`config.mk`:
```
export PLATFORM = sky130hd
export DESIGN_NAME = operating_mode_control_regs
export DESIGN_NICKNAME = d
export VERILOG_FILES = /design/src/opmode_pkg.sv /design/src/opmode_fsm.sv /design/src/operating_mode_control_regs.sv
export VERILOG_INCLUDE_DIRS = /design/src
export SDC_FILE = /design/constraint.sdc
export NUM_CORES = 1
export LEC_CHECK = 0
export BUFFER_PORTS_ARGS = -buffer_cell sky130_fd_sc_hd__clkbuf_2
export CAP_MARGIN = 20
export CELL_PAD_IN_SITES_DETAIL_PLACEMENT = 1
export CELL_PAD_IN_SITES_GLOBAL_PLACEMENT = 1
export CORE_MARGIN = 2
export CORE_UTILIZATION = 42
export CTS_CLUSTER_SIZE = 40
export DETAILED_ROUTE_END_ITERATION = 12
export PLACE_DENSITY = 0.85
export REMOVE_ABC_BUFFERS = 1
export SLEW_MARGIN = 20
export SYNTH_ARGS = -nofsm -noshare
export SYNTH_HDL_FRONTEND = slang
export SYNTH_SLANG_ARGS = --single-unit
```
`constraint.sdc`:
```
create_clock -name clk -period 5.1 [get_ports clk]
set_clock_uncertainty 0.2 [all_clocks]
set_input_delay 0 -clock clk [delete_from_list [all_inputs] [get_ports clk]]
set_output_delay 0 -clock clk [all_outputs]
set_load 0.02 [all_outputs]
```
`src/opmode_defs.svh`:
```
`ifndef OPMODE_DEFS_SVH
`define OPMODE_DEFS_SVH

// register indices (printed offsets are not all multiples of four)
`define IDX_MODE_CONTROL 8'h0A
`define IDX_SLEEP_PERIOD_HIGH 8'h0B
`define IDX_SLEEP_PERIOD_LOW 8'h0C
`define IDX_LIMIT_HIGH 8'h0D
`define IDX_LIMIT_LOW 8'h0E
`define IDX_STATUS 8'h0F

// reset values
`define RST_MODE_CONTROL 8'h00
`define RST_SLEEP_PERIOD_HIGH 8'h80
`define RST_SLEEP_PERIOD_LOW 8'h00
`define RST_LIMIT_HIGH 8'h00
`define RST_LIMIT_LOW 8'h00

// field positions in mode_control
`define MC_MODE_HI 7
`define MC_MODE_LO 6
`define MC_SKIP_HI 5
`define MC_SKIP_LO 3
`define MC_CHOP_EN 2
`define MC_WAKE_EN 1
`define MC_RELEASE 0
// field positions in sleep_period_high
`define SP_UNIT 7

// skip count base: code 000 means three data cycles
`define SKIP_BASE 4'h3

// wake indicator pulse width
`define WAKE_PULSE_NS 1000
`define CLK_PERIOD_NS 25
`define WAKE_PULSE_CYC ((`WAKE_PULSE_NS + `CLK_PERIOD_NS - 1) / `CLK_PERIOD_NS)

// axi response codes
`define RESP_OKAY 2'h0
`define RESP_SLVERR 2'h2

`endif

```
`src/opmode_pkg.sv`:
```
package opmode_pkg;

  typedef enum logic [1:0] {
    MODE_NORMAL_1 = 2'b00,
    MODE_NORMAL_2 = 2'b01,
    MODE_STANDBY_1 = 2'b10,
    MODE_STANDBY_2 = 2'b11
  } op_mode_type;

  typedef enum logic [2:0] {
    ST_STOP = 3'b000,
    ST_NORMAL_1 = 3'b001,
    ST_NORMAL_2 = 3'b010,
    ST_STANDBY_1 = 3'b011,
    ST_STANDBY_2 = 3'b100
  } op_state_type;

  // settings handed to the measurement logic
  typedef struct packed {
    op_mode_type mode;
    logic [3:0] skip_cycles;
    logic chop_en;
    logic wake_en;
    logic release_stop;
    logic unit_seconds;
    logic [14:0] sleep_period;
    logic [15:0] current_limit;
  } mode_cfg_type;

endpackage

```
`src/opmode_fsm.sv`:
```
`timescale 1ns/1ps
`include "opmode_defs.svh"

// ----------------------------------------
// operating state sequencer
// ----------------------------------------
module opmode_fsm (
  // clock and reset
  input wire logic clk,
  input wire logic arst_n,
  input wire logic clk_en,
  // settings
  input opmode_pkg::mode_cfg_type cfg,
  // state
  output opmode_pkg::op_state_type state,
  output logic wake_indicator_pin
);
  import opmode_pkg::*;

  op_state_type state_q;
  op_state_type state_d;
  op_state_type target;
  logic [7:0] pulse_q;
  logic [7:0] pulse_d;
  logic leaving_standby;
  logic in_standby;

  // target follows the mode field
  always_comb begin
    unique case (cfg.mode)
      MODE_NORMAL_1: target = ST_NORMAL_1;
      MODE_NORMAL_2: target = ST_NORMAL_2;
      MODE_STANDBY_1: target = ST_STANDBY_1;
      MODE_STANDBY_2: target = ST_STANDBY_2;
    endcase
  end

  // stop holds until release is set; mode changes follow at once
  assign state_d = cfg.release_stop ? target : ST_STOP;

  assign in_standby = (state_q == ST_STANDBY_1) ||
                      (state_q == ST_STANDBY_2);
  assign leaving_standby = in_standby &&
    ((state_d == ST_NORMAL_1) || (state_d == ST_NORMAL_2));

  // a fixed-width pulse marks standby to normal; counter saturates at 0
  assign pulse_d = (leaving_standby && cfg.wake_en) ?
                   8'(`WAKE_PULSE_CYC) :
                   ((pulse_q != 8'h00) ? pulse_q - 8'h01 : 8'h00);

  always_ff @(posedge clk or negedge arst_n) begin
    if (!arst_n) begin
      state_q <= ST_STOP;
      pulse_q <= 8'h00;
    end else if (clk_en) begin
      state_q <= state_d;
      pulse_q <= pulse_d;
    end
  end

  assign state = state_q;
  // disabling the pin cuts an ongoing pulse too
  assign wake_indicator_pin = cfg.wake_en && (pulse_q != 8'h00);
endmodule // opmode_fsm

```
`src/operating_mode_control_regs.sv`:
```
// The AXI4-Lite register port was left to the implementer.
`timescale 1ns/1ps
`include "opmode_defs.svh"

// How it works
// - mode field 00/01 selects normal modes 1/2, 10/11 standby 1/2; resets 00
// - standby discards 3 to 10 data cycles by code before comparing threshold
// - chopper clock reaches its output pin only while its enable bit is set
// - wake indicator pin pulses on standby-to-normal only while enabled
// - stop state holds until release bit set, then enter the selected mode
// - sleep period unit bit: 0 milliseconds, 1 seconds; resets to seconds
// - sleep period: seven upper bits from high register, eight from low
// - second standby compares current against 16-bit limit, both bytes reset 0
module operating_mode_control_regs (
  // clock and reset
  input wire logic clk,
  input wire logic arst_n,
  input wire logic clk_en,
  // axi4-lite write address
  input wire logic [7:0] s_axi_awaddr,
  input wire logic s_axi_awvalid,
  output logic s_axi_awready,
  // axi4-lite write data
  input wire logic [31:0] s_axi_wdata,
  input wire logic [3:0] s_axi_wstrb,
  input wire logic s_axi_wvalid,
  output logic s_axi_wready,
  // axi4-lite write response
  output logic [1:0] s_axi_bresp,
  output logic s_axi_bvalid,
  input wire logic s_axi_bready,
  // axi4-lite read address
  input wire logic [7:0] s_axi_araddr,
  input wire logic s_axi_arvalid,
  output logic s_axi_arready,
  // axi4-lite read data
  output logic [31:0] s_axi_rdata,
  output logic [1:0] s_axi_rresp,
  output logic s_axi_rvalid,
  input wire logic s_axi_rready,
  // measurement side
  input wire logic chopper_clock_in,
  input wire logic sample_valid,
  input wire logic [15:0] sample_current,
  output logic chopper_clock_output,
  output logic wake_indicator_pin,
  output logic limit_exceeded,
  output opmode_pkg::mode_cfg_type cfg,
  output opmode_pkg::op_state_type op_state
);
  import opmode_pkg::*;

  // ----------------------------------------
  // register storage
  // ----------------------------------------
  logic [7:0] mode_control_q;
  logic [7:0] sleep_period_high_q;
  logic [7:0] sleep_period_low_q;
  logic [7:0] limit_high_q;
  logic [7:0] limit_low_q;

  // ----------------------------------------
  // address decode
  // ----------------------------------------
  // byte address is four times the register index
  function automatic logic [5:0] word_index(input logic [7:0] addr);
    return addr[7:2];
  endfunction

  function automatic logic idx_is(input logic [7:0] addr,
                                  input logic [7:0] idx);
    return (addr[1:0] == 2'b00) && ({2'b00, word_index(addr)} == idx);
  endfunction

  // ----------------------------------------
  // write channel
  // ----------------------------------------
  logic aw_held_q;
  logic w_held_q;
  logic [7:0] aw_addr_q;
  logic [7:0] w_byte_q;
  logic w_strb_q;
  logic bvalid_q;
  logic [1:0] bresp_q;
  logic do_write;
  logic aw_take;
  logic w_take;
  logic wr_hit_mc;
  logic wr_hit_sph;
  logic wr_hit_spl;
  logic wr_hit_lh;
  logic wr_hit_ll;
  logic wr_mapped;
  logic wr_en;

  // hold each half until both are in; no new write while response pends
  assign s_axi_awready = clk_en && !aw_held_q && !bvalid_q; // no lost take
  assign s_axi_wready = clk_en && !w_held_q && !bvalid_q; // while frozen
  assign aw_take = s_axi_awvalid && s_axi_awready;
  assign w_take = s_axi_wvalid && s_axi_wready;
  assign do_write = aw_held_q && w_held_q && !bvalid_q;

  assign wr_hit_mc = idx_is(aw_addr_q, `IDX_MODE_CONTROL);
  assign wr_hit_sph = idx_is(aw_addr_q, `IDX_SLEEP_PERIOD_HIGH);
  assign wr_hit_spl = idx_is(aw_addr_q, `IDX_SLEEP_PERIOD_LOW);
  assign wr_hit_lh = idx_is(aw_addr_q, `IDX_LIMIT_HIGH);
  assign wr_hit_ll = idx_is(aw_addr_q, `IDX_LIMIT_LOW);
  // status word reads fine but is not writable
  assign wr_mapped = wr_hit_mc || wr_hit_sph || wr_hit_spl ||
                     wr_hit_lh || wr_hit_ll;
  // only lane 0 carries register data
  assign wr_en = do_write && w_strb_q;

  // handshake state of the write path
  always_ff @(posedge clk or negedge arst_n) begin
    if (!arst_n) begin
      aw_held_q <= 1'b0;
      w_held_q <= 1'b0;
      aw_addr_q <= 8'h00;
      w_byte_q <= 8'h00;
      w_strb_q <= 1'b0;
      bvalid_q <= 1'b0;
      bresp_q <= `RESP_OKAY;
    end else if (clk_en) begin
      if (aw_take) begin
        aw_held_q <= 1'b1;
        aw_addr_q <= s_axi_awaddr;
      end
      if (w_take) begin
        w_held_q <= 1'b1;
        w_byte_q <= s_axi_wdata[7:0];
        w_strb_q <= s_axi_wstrb[0];
      end
      if (do_write) begin
        aw_held_q <= 1'b0;
        w_held_q <= 1'b0;
        bvalid_q <= 1'b1;
        bresp_q <= wr_mapped ? `RESP_OKAY : `RESP_SLVERR;
      end else if (bvalid_q && s_axi_bready) begin
        bvalid_q <= 1'b0;
      end
    end
  end

  assign s_axi_bvalid = bvalid_q;
  assign s_axi_bresp = bresp_q;

  // ----------------------------------------
  // register update
  // ----------------------------------------
  // each byte is its own register; pairs are not latched together, so
  // software updates both halves before depending on the value
  always_ff @(posedge clk or negedge arst_n) begin
    if (!arst_n) begin
      mode_control_q <= `RST_MODE_CONTROL;
      sleep_period_high_q <= `RST_SLEEP_PERIOD_HIGH;
      sleep_period_low_q <= `RST_SLEEP_PERIOD_LOW;
      limit_high_q <= `RST_LIMIT_HIGH;
      limit_low_q <= `RST_LIMIT_LOW;
    end else if (clk_en && wr_en) begin
      if (wr_hit_mc) begin
        mode_control_q <= w_byte_q;
      end
      if (wr_hit_sph) begin
        sleep_period_high_q <= w_byte_q;
      end
      if (wr_hit_spl) begin
        sleep_period_low_q <= w_byte_q;
      end
      if (wr_hit_lh) begin
        limit_high_q <= w_byte_q;
      end
      if (wr_hit_ll) begin
        limit_low_q <= w_byte_q;
      end
    end
  end

  // ----------------------------------------
  // field decode
  // ----------------------------------------
  assign cfg.mode = op_mode_type'(
    mode_control_q[`MC_MODE_HI:`MC_MODE_LO]);
  // code 000..111 maps linearly onto 3..10 cycles
  assign cfg.skip_cycles = `SKIP_BASE +
    {1'b0, mode_control_q[`MC_SKIP_HI:`MC_SKIP_LO]};
  assign cfg.chop_en = mode_control_q[`MC_CHOP_EN];
  assign cfg.wake_en = mode_control_q[`MC_WAKE_EN];
  assign cfg.release_stop = mode_control_q[`MC_RELEASE];
  assign cfg.unit_seconds = sleep_period_high_q[`SP_UNIT];
  assign cfg.sleep_period = {sleep_period_high_q[6:0],
                             sleep_period_low_q};
  assign cfg.current_limit = {limit_high_q, limit_low_q};

  // gated pin; a plain and keeps the clock path free of flops
  assign chopper_clock_output = chopper_clock_in && cfg.chop_en;

  // ----------------------------------------
  // state sequencer
  // ----------------------------------------
  opmode_fsm opmode_fsm_i (
    .clk(clk),
    .arst_n(arst_n),
    .clk_en(clk_en),
    .cfg(cfg),
    .state(op_state),
    .wake_indicator_pin(wake_indicator_pin)
  );

  // ----------------------------------------
  // standby threshold compare
  // ----------------------------------------
  logic [3:0] skipped_q;
  logic limit_q;
  logic in_standby;
  logic skip_done;
  op_state_type prev_state_q;

  assign in_standby = (op_state == ST_STANDBY_1) ||
                      (op_state == ST_STANDBY_2);
  assign skip_done = (skipped_q >= cfg.skip_cycles);

  // restart the discard count on every entry into a standby state
  always_ff @(posedge clk or negedge arst_n) begin
    if (!arst_n) begin
      skipped_q <= 4'h0;
      limit_q <= 1'b0;
      prev_state_q <= ST_STOP;
    end else if (clk_en) begin
      prev_state_q <= op_state;
      if (!in_standby || (op_state != prev_state_q)) begin
        skipped_q <= 4'h0;
        limit_q <= 1'b0;
      end else if (sample_valid && !skip_done) begin
        skipped_q <= skipped_q + 4'h1;
      end else if (sample_valid && op_state == ST_STANDBY_2) begin
        limit_q <= (sample_current > cfg.current_limit);
      end
    end
  end

  assign limit_exceeded = limit_q;

  // ----------------------------------------
  // read channel
  // ----------------------------------------
  logic rvalid_q;
  logic [7:0] rbyte_q;
  logic [1:0] rresp_q;
  logic [7:0] rd_mux;
  logic rd_mapped;
  logic ar_take;

  assign s_axi_arready = clk_en && !rvalid_q;
  assign ar_take = s_axi_arvalid && s_axi_arready;

  // read mux; status word shows the live state and compare result
  assign rd_mux =
    idx_is(s_axi_araddr, `IDX_MODE_CONTROL) ? mode_control_q :
    idx_is(s_axi_araddr, `IDX_SLEEP_PERIOD_HIGH) ? sleep_period_high_q :
    idx_is(s_axi_araddr, `IDX_SLEEP_PERIOD_LOW) ? sleep_period_low_q :
    idx_is(s_axi_araddr, `IDX_LIMIT_HIGH) ? limit_high_q :
    idx_is(s_axi_araddr, `IDX_LIMIT_LOW) ? limit_low_q :
    idx_is(s_axi_araddr, `IDX_STATUS) ?
      {3'b000, limit_q, wake_indicator_pin, op_state} : 8'h00;
  assign rd_mapped =
    idx_is(s_axi_araddr, `IDX_MODE_CONTROL) ||
    idx_is(s_axi_araddr, `IDX_SLEEP_PERIOD_HIGH) ||
    idx_is(s_axi_araddr, `IDX_SLEEP_PERIOD_LOW) ||
    idx_is(s_axi_araddr, `IDX_LIMIT_HIGH) ||
    idx_is(s_axi_araddr, `IDX_LIMIT_LOW) ||
    idx_is(s_axi_araddr, `IDX_STATUS);

  always_ff @(posedge clk or negedge arst_n) begin
    if (!arst_n) begin
      rvalid_q <= 1'b0;
      rbyte_q <= 8'h00;
      rresp_q <= `RESP_OKAY;
    end else if (clk_en) begin
      if (ar_take) begin
        rvalid_q <= 1'b1;
        rbyte_q <= rd_mux;
        rresp_q <= rd_mapped ? `RESP_OKAY : `RESP_SLVERR;
      end else if (rvalid_q && s_axi_rready) begin
        rvalid_q <= 1'b0;
      end
    end
  end

  assign s_axi_rvalid = rvalid_q;
  assign s_axi_rdata = {24'h000000, rbyte_q};
  assign s_axi_rresp = rresp_q;
endmodule // operating_mode_control_regs

```
==> results.md, run 1 <==
* DR WL/cell at 19.78 um
* Slew Limit Fails at 0
* Fmax at 0.3844 GHz
* Vias at 4045
* CP max-delay cell: or4_1
* RR Endpoint: skipped_q[3]
* Worst Setup EP: skipped_q[3]
* Req. time, crit path at 5.17 ns
* Count leader, synth: dfrtp_1
* Critical Path Start Type: flop
* Pwr dens at 347.8 nW/um2
* Placeable Area at 11520 um2
* Die X at 113.3 um
* Initial antenna violation count at 0
* Worst Path Arrival at 2.68 ns
* Fin crit share at 0.5101
* P_leak at 3.062 nW
* GR Layer Usage met1 at 0.2886
* Port Buffers at 112
* FILL cells at 1284
* Total track usage at 0.2307
* Post-synth cell types at 60
* Hold Fails Final Rpt at 0
* Synth Instances at 448
* Grt total ovfl at 0
* RSZ-0062 raised after global routing: no
* Top_reg_cell synth: dfrtp_1
* Failing checks: DRC
* Area Growth Syn to Fin at 22.50%
* Vias in the first global route at 4217
* CP startpoint: mode_control_q[3]
* Post-CTS setup buffer count at 0
* XOR/XNOR Fraction of Synth Area at 0.003493
* Reg clk slew, reported paths at 0.06 ns
* Starting density of the core at 0.4355
* Total of max-cap violations at 0
* R2R depth at 7
* DR vias/cell at 5.541
* Status: finished, violations left
* Compound-Gate Fraction of Synth Area at 0.08757
* Root Buffer: clkbuf_16
* CTS tree: built
* Max IR drop VDD at 0.0002293 V
* Latest clock arrival within the worst-skew pair at 0.34 ns
* # rows at 39
* Drt initial violations at 187
* GRT busiest layer: met2
* Most frequent cells after synthesis: dfrtp_1, mux2_2, inv_1
* Seq cells post-synth at 90
* Layout cell share with drive strength beyond 1 at 0.3543
* Post-Synth Adder-Cell Area at 0.06737
* CTS H-Tree Depth at 3
* Cell Area, Synth at 5015 um2
* Largest net degree at the start of global routing at 90
* Final ANT Viol Nets at 0
* Mux cell area share after synthesis at 0.1796
* Relative slew slack at 0.4156
* PnR Total Power at 2.136 mW
* Crit-path leading delay family: simple AND/OR/NAND/NOR gates
* Synth area leader: dfrtp_1
* Final WL at 14440 um
* Die height at 113.3 um
* Min cycle time layout at 2.602 ns
* Syn avg cell area at 11.19 um2
* Crit-path max FO at 4
* I/O pin count at 166
* GP Congestion at 0.8289
* Antenna cells at 0
* Met2 usage at 0.4020
* CTS resizes at 0
* Critical path depth at 7
* Die ar. at 12830 um2
* Ranking of synthesized cells by area: dfrtp_1, mux2_2, ha_1, buf_4, inv_1
* Clock sinks at 90
* Crit path capture type: flop
* First-pass GRT wire length at 22740 um
* Total CTS buffers at 9
* Top cell type's share of synthesized area at 0.4441
* Hold Crit Class: in2reg
* Post-synth ARST share at 1.000
* Post-synth EDFFs at 0
* Critical Path Max Stage Delay at 0.53 ns
* Most frequent CP cell: ha_1
* Seq/Total Area, Yosys at 0.4494
* Final setup fails at 0
* Met3 GRT Util at 0.04285
* Final setup TNS at 0 ns
* Internal reg-to-reg setup slack at 2.50 ns
* Synth Area in Simple Gates at 0.1252
* WP buf/inv at 1
* Kind of critical path: reg2reg
* Hold Buf Count CTS at 28
* Ys Warns at 0
* Crit-path cells: inv_1 > ha_1 > ha_1 > a211oi_1 > o21ai_1 > or4_1 > nand3_1
* Least-Margin Pin Slew at 0.8700 ns
* Area of the multi-input gates at 2421 um2
* Largest family of logic cells by synthesized area: multiplexers
* Nets@finish at 687
* Reg area at 2253 um2
* Hpwl dp at 10550 um
* Reg2reg start: mode_control_q[3]
* Detailed-route DRC error count at 13
* Drt pass-1 iters at 8
* CTS Buffer Depth at 2
-- metrics by stage --
step	util	cells	setup slack [ns]	hold WS, ns	area (um2)
detailed placement	0.4821	686	2.544	-0.4168	5552
global route	0.5335	730	2.340	0.08715	6143
CTS	0.5331	730	2.505	0.01541	6140
global placement	0.4821	686	2.618	-0.4184	5552
floorplan	-	430	2.686	-0.4956	4802
finish	0.5335	730	2.498	0.01162	6143
-- area by class of cell --
class                   count  area share
multi-input cells         306      0.3941
inverters                  34     0.02077
repair buffers            141      0.1391
flip-flops and latches     90      0.3668
clock inverters             3    0.007739
well taps                 143     0.02912
clock buffers              13     0.04236
-- sequential cells by signal (all words and copies together), names as in the netlist --
| register | cells |
|---|---|
| s_axi_bvalid | 1 |
| opmode_fsm_i.pulse_q | 8 |
| w_strb_q | 1 |
| sleep_period_low_q | 8 |
| aw_addr_q | 8 |
| limit_low_q | 8 |
| skipped_q | 4 |
| rbyte_q | 8 |
| prev_state_q | 3 |
| mode_control_q | 8 |
| opmode_fsm_i.state | 3 |
| s_axi_rvalid | 1 |
| s_axi_rresp | 1 |
| sleep_period_high_q | 8 |
| aw_held_q | 1 |
| w_held_q | 1 |
| limit_high_q | 8 |
| limit_exceeded | 1 |
| s_axi_bresp | 1 |
| w_byte_q | 8 |
-- how the worst min path moves through the flow --
stage                     depth (start not counted)           from  slack, ns               endpoint
after CTS                                         4  s_axi_awvalid       0.02              aw_held_q
after global placement                            1         arst_n      -0.42  opmode_fsm_i.state[1]
final                                             4  s_axi_awvalid       0.01              aw_held_q
after global routing                              4  s_axi_arvalid       0.09             rbyte_q[0]
after floorplan                                   0         arst_n      -0.50           aw_addr_q[0]
after detailed placement                          1         arst_n      -0.42  opmode_fsm_i.state[1]
-- metal layers --
metal,part of all wire,up-vias
met5,0,-
met4,0.022,0
met3,0.056,22
met2,0.51,137
met1,0.41,2071
li1,-,1815
-- cells in the final DEF (no fill, tap or decap), types with 4 or more instances in the layout --
master / n
clkbuf_2: 111
dfrtp_1: 89
mux2_2: 63
inv_1: 34
nand2_1: 29
dlygate4sd3_1: 28
ha_1: 27
conb_1: 26
o21ai_0: 18
nor2_1: 16
nand3_1: 14
a21oi_1: 10
nor3_1: 9
mux2i_1: 9
clkbuf_16: 9
nand2b_1: 6
nor2b_1: 4
and2_1: 4
nand4_1: 4
o2bb2ai_1: 4
o211ai_1: 4
mux4_2: 4
o211ai_2: 4
-- cell families after synthesis --
group,Yosys count
other cells,1
flops,90
simple gates,111
mux,77
buf+inv,77
fa+ha+maj,27
xor+xnor,2
compound gates,63
-- where the power goes --
group | leakage [nW] | total (mW) | switching (mW) | internal, mW
registers | 1.19 | 0.995 | 0.152 | 0.843
clock network | 0.150 | 0.690 | 0.281 | 0.409
logic | 1.72 | 0.451 | 0.241 | 0.210
-- worst reg2reg max path, stage by stage (launching register included) --
cell and delay (ns):
dfrtp_1 0.42, inv_1 0.10, ha_1 0.33, ha_1 0.28, a211oi_1 0.38, o21ai_1 0.21, or4_1 0.53, nand3_1 0.10
(Power assumes the default switching activity.)
==> run 2: changes to the inputs <==
ABC_AREA = 1   (was default)
CORE_UTILIZATION = 37   (was 42)
PLACE_DENSITY = 0.79   (was 0.85)
clock period = 2.6 ns   (was 5.1 ns; I/O delays follow)
==> results.md, run 2 <==
* Status: finished, violations left
* Failing checks: hold timing
* Min cycle time layout at 2.226 ns (-0.3752 ns)
* Post-Synth Adder-Cell Area at 0.06461 (-0.002757)
* Pwr dens at 753.9 nW/um2 (+120%)
* Vias at 4850 (+20%)
* CTS resizes at 0 (unchanged)
* RSZ-0062 raised after global routing: no
* Hold Fails Final Rpt at 1 (+1)
* Ys Warns at 0 (unchanged)
* Total CTS buffers at 9 (unchanged)
* CTS H-Tree Depth at 3 (unchanged)
* Kind of critical path: reg2reg
* Switching share of power at 0.3691 (+0.05348)
* Fin crit share at 0.8563 (+0.3462)
* Placeable Area at 13830 um2 (+20%)
* Mux cell area share after synthesis at 0.01292 (-0.1667)
* Reg clk slew, reported paths at 0.06 ns (about the same)
* Largest net degree at the start of global routing at 54 (-40%)
* Most common cell after layout, fill and taps aside: nand2_1
* Least-Margin Pin Slew at 0.7181 ns (-0.1519 ns)
* Total track usage at 0.2225 (-0.008235)
* Most frequent cells after synthesis: nand2_1, dfrtp_1, inv_1
* GP Congestion at 0.8414 (+1.5%)
* CTS Buffer Depth at 2 (unchanged)
* Syn avg cell area at 8.057 um2 (-28%)
* Worst Path Arrival at 2.31 ns (-0.37 ns)
* RR Endpoint: skipped_q[1]
* Die ar. at 15100 um2 (+18%)
* Hold Crit Class: in2reg
* Vias in the first global route at 5075 (+20%)
* Seq cells post-synth at 90 (unchanged)
* Seq pwr share at 0.395 (-0.071)
* Relative slew slack at 0.5213 (+0.1057)
* Post-synth cell types at 39 (-35%)
* P_sw at 1.822 mW (+170%)
* Crit path capture type: flop
* Synth Area in Simple Gates at 0.2503 (+0.1250)
* Final WL at 16020 um (+11%)
* DR vias/cell at 4.934 (-11%)
* DR WL/cell at 16.29 um (-18%)
* Post-synth ARST share at 1.000 (unchanged)
* WHS at -0.006097 ns (-0.01771 ns)
* Layout cell share with drive strength beyond 1 at 0.2017 (-0.1526)
* Die height at 122.9 um (+8.5%)
* Clock Power Share at 0.282 (-0.041)
* Final ANT Viol Nets at 0 (unchanged)
* Crit-path cells: inv_1 > ha_1 > xnor2_1 > inv_1 > ha_1 > nand3_1 > nand3_1 > nor2_1 > inv_1 > nor2_1 > nand2_1 > nand2_1
* R2R depth at 12 (+5)
* # rows at 43 (+10%)
* Critical Path Max Stage Delay at 0.37 ns (-0.16 ns)
* Seq/Total Area, Yosys at 0.4310 (-0.01839)
* Top_reg_cell synth: dfrtp_1
* Nets@finish at 904 (+32%)
* Area Growth Syn to Fin at 25.22%
* Largest family of logic cells by synthesized area: simple AND/OR/NAND/NOR gates
* I/O pin count at 166 (unchanged)
* Total of max-cap violations at 0 (unchanged)
* Die X at 122.9 um (+8.5%)
* Critical Path Start Type: flop
* Reg2reg start: mode_control_q[3]
* Crit-path leading delay family: simple AND/OR/NAND/NOR gates
* Commonest non-fill, non-tap cells in the layout: nand2_1, clkbuf_2, dfrtp_1
* Fmax at 0.4491 GHz (+17%)
* Slew Limit Fails at 0 (unchanged)
* Synth Instances at 649 (+45%)
* Synth area leader: dfrtp_1
* Hold wc startpoint: clk_en
* Antenna cells at 0 (unchanged)
* Hpwl dp at 12380 um (+17%)
* Root Buffer: clkbuf_16
* Clock sinks at 90 (unchanged)
* First-pass GRT wire length at 25510 um (+12%)
* Worst Hold Path EP: opmode_fsm_i.pulse_q[2]
* Count leader, synth: nand2_1
* Comb pwr share at 0.323 (+0.112)
* Final setup fails at 0 (unchanged)
* Initial antenna violation count at 0 (unchanged)
* Starting density of the core at 0.3782 (-0.05731)
* Latest clock arrival within the worst-skew pair at 0.35 ns (about the same)
* Drt pass-1 iters at 4 (-4)
* CTS tree: built
* Ranking of synthesized cells by area: dfrtp_1, nand2_1, ha_1, inv_1, buf_4
* Internal reg-to-reg setup slack at 0.37 ns (-2.12 ns)
* FILL cells at 1723 (+34%)
* Cell Area, Synth at 5229 um2 (+4.3%)
* Most frequent CP cell: inv_1
* P_int at 3.114 mW (+110%)
* Drt initial violations at 178 (-4.8%)
* Crit-path max FO at 5 (+1)
* Worst hold stages at 3 (-1)
* Req. time, crit path at 2.69 ns (-2.48 ns)
* Pre-CTS worst setup slack at 0.3734 ns (-2.171 ns)
* Post-synth EDFFs at 0 (unchanged)
* Grt total ovfl at 0 (unchanged)
* WP buf/inv at 3 (+2)
* Top cell type's share of synthesized area at 0.4259 (-0.01817)
* Compound-Gate Fraction of Synth Area at 0.1070 (+0.01939)
* P_leak at 3.417 nW (+12%)
* Port Buffers at 112 (unchanged)
* Detailed-route DRC error count at 0 (-13)
* Max IR drop VDD at 0.0004400 V (+92%)
* Final setup TNS at 0 ns (unchanged)
* XOR/XNOR Fraction of Synth Area at 0.01508 (+0.01158)
* CP max-delay cell: dfrtp_1
* Fin worst setup slack at 0.3735 ns (-2.125 ns)
-- run 2: cell count changes after synthesis, sizes merged, moves of 8 or more --
cell	change
o21ai	+43
mux2i	-9
mux2	-58
nor2	+45
inv	+50
nand3	+32
nand4	+8
a21oi	+21
nand2	+132
-- run 2: final cells by class --
type | count | area, um2 | area share
Inverter | 84 | 315.3 | 0.04816
Sequential cell | 90 | 2253 | 0.3442
Multi-Input combinational cell | 457 | 2450 | 0.3742
Clock inverter | 4 | 77.57 | 0.01185
Tap cell | 180 | 225.2 | 0.03440
Timing Repair Buffer | 157 | 993.5 | 0.1517
Clock buffer | 11 | 232.7 | 0.03554
-- run 2: how the worst max path moves through the flow --
stage | to | start | slack, ns | cells after the start
floorplan | skipped_q[1] | mode_control_q[3] | 0.23 | 12
global placement | skipped_q[1] | mode_control_q[3] | 0.50 | 12
detailed placement | skipped_q[1] | mode_control_q[3] | 0.37 | 12
CTS | skipped_q[1] | mode_control_q[3] | 0.36 | 12
global route | skipped_q[3] | mode_control_q[3] | 0.16 | 12
finish | skipped_q[1] | mode_control_q[3] | 0.37 | 12
-- run 2: metrics by stage --
stage	instance area (um2)	utilization	cells	hold slack, ns	total power [mW]
2_1_floorplan	5019	-	631	-0.4956	2.867
3_3_place_gp	5867	0.4243	931	-0.1200	3.302
3_5_place_dp	5867	0.4243	931	-0.1038	3.412
4_1_cts	6548	0.4735	983	0.001212	4.978
5_1_grt	6548	0.4735	983	0.02526	5.238
6_report	6548	0.4735	983	-0.006097	4.936
-- run 2: timing repair --
item                      4_1_cts  5_1_grt
buffers inserted                0        0
hold buffers                   37        0
hold endpoints to repair       79        0
-- run 2: power groups by stage --
stage	Clock [mW]	Combinational [mW]	Sequential, mW
5_1_grt	1.48	1.77	1.99
2_1_floorplan	0	0.842	2.02
3_3_place_gp	0	1.35	1.95
6_report	1.39	1.59	1.95
3_5_place_dp	0	1.44	1.97
4_1_cts	1.43	1.60	1.95
-- run 2: worst reg2reg max path, cell delays in order, from the launching register on --
cell and delay [ns]:
dfrtp_1 0.37, inv_1 0.09, ha_1 0.21, xnor2_1 0.18, inv_1 0.07, ha_1 0.32
nand3_1 0.10, nand3_1 0.09, nor2_1 0.20, inv_1 0.13, nor2_1 0.11, nand2_1 0.06
nand2_1 0.05
-- run 2: metal layers --
layer	up-vias	routed length, um	global-route usage
li1	2326	-	-
met2	124	8169	0.3926
met1	2379	6667	0.2672
met5	-	0	0
met3	21	873	0.05437
met4	0	306	0.06537
-- run 2: cell families (layout without fill, tap and decap cells) --
family | count (synthesis) | count (layout)
and+or+nand+nor | 287 | 287
buffers and inverters | 127 | 256
AOI/OAI and AO/OA | 102 | 102
DFF | 90 | 90
adders and majority gates | 27 | 27
xor gates and xnor gates | 9 | 9
muxes | 6 | 6
other | 1 | 26
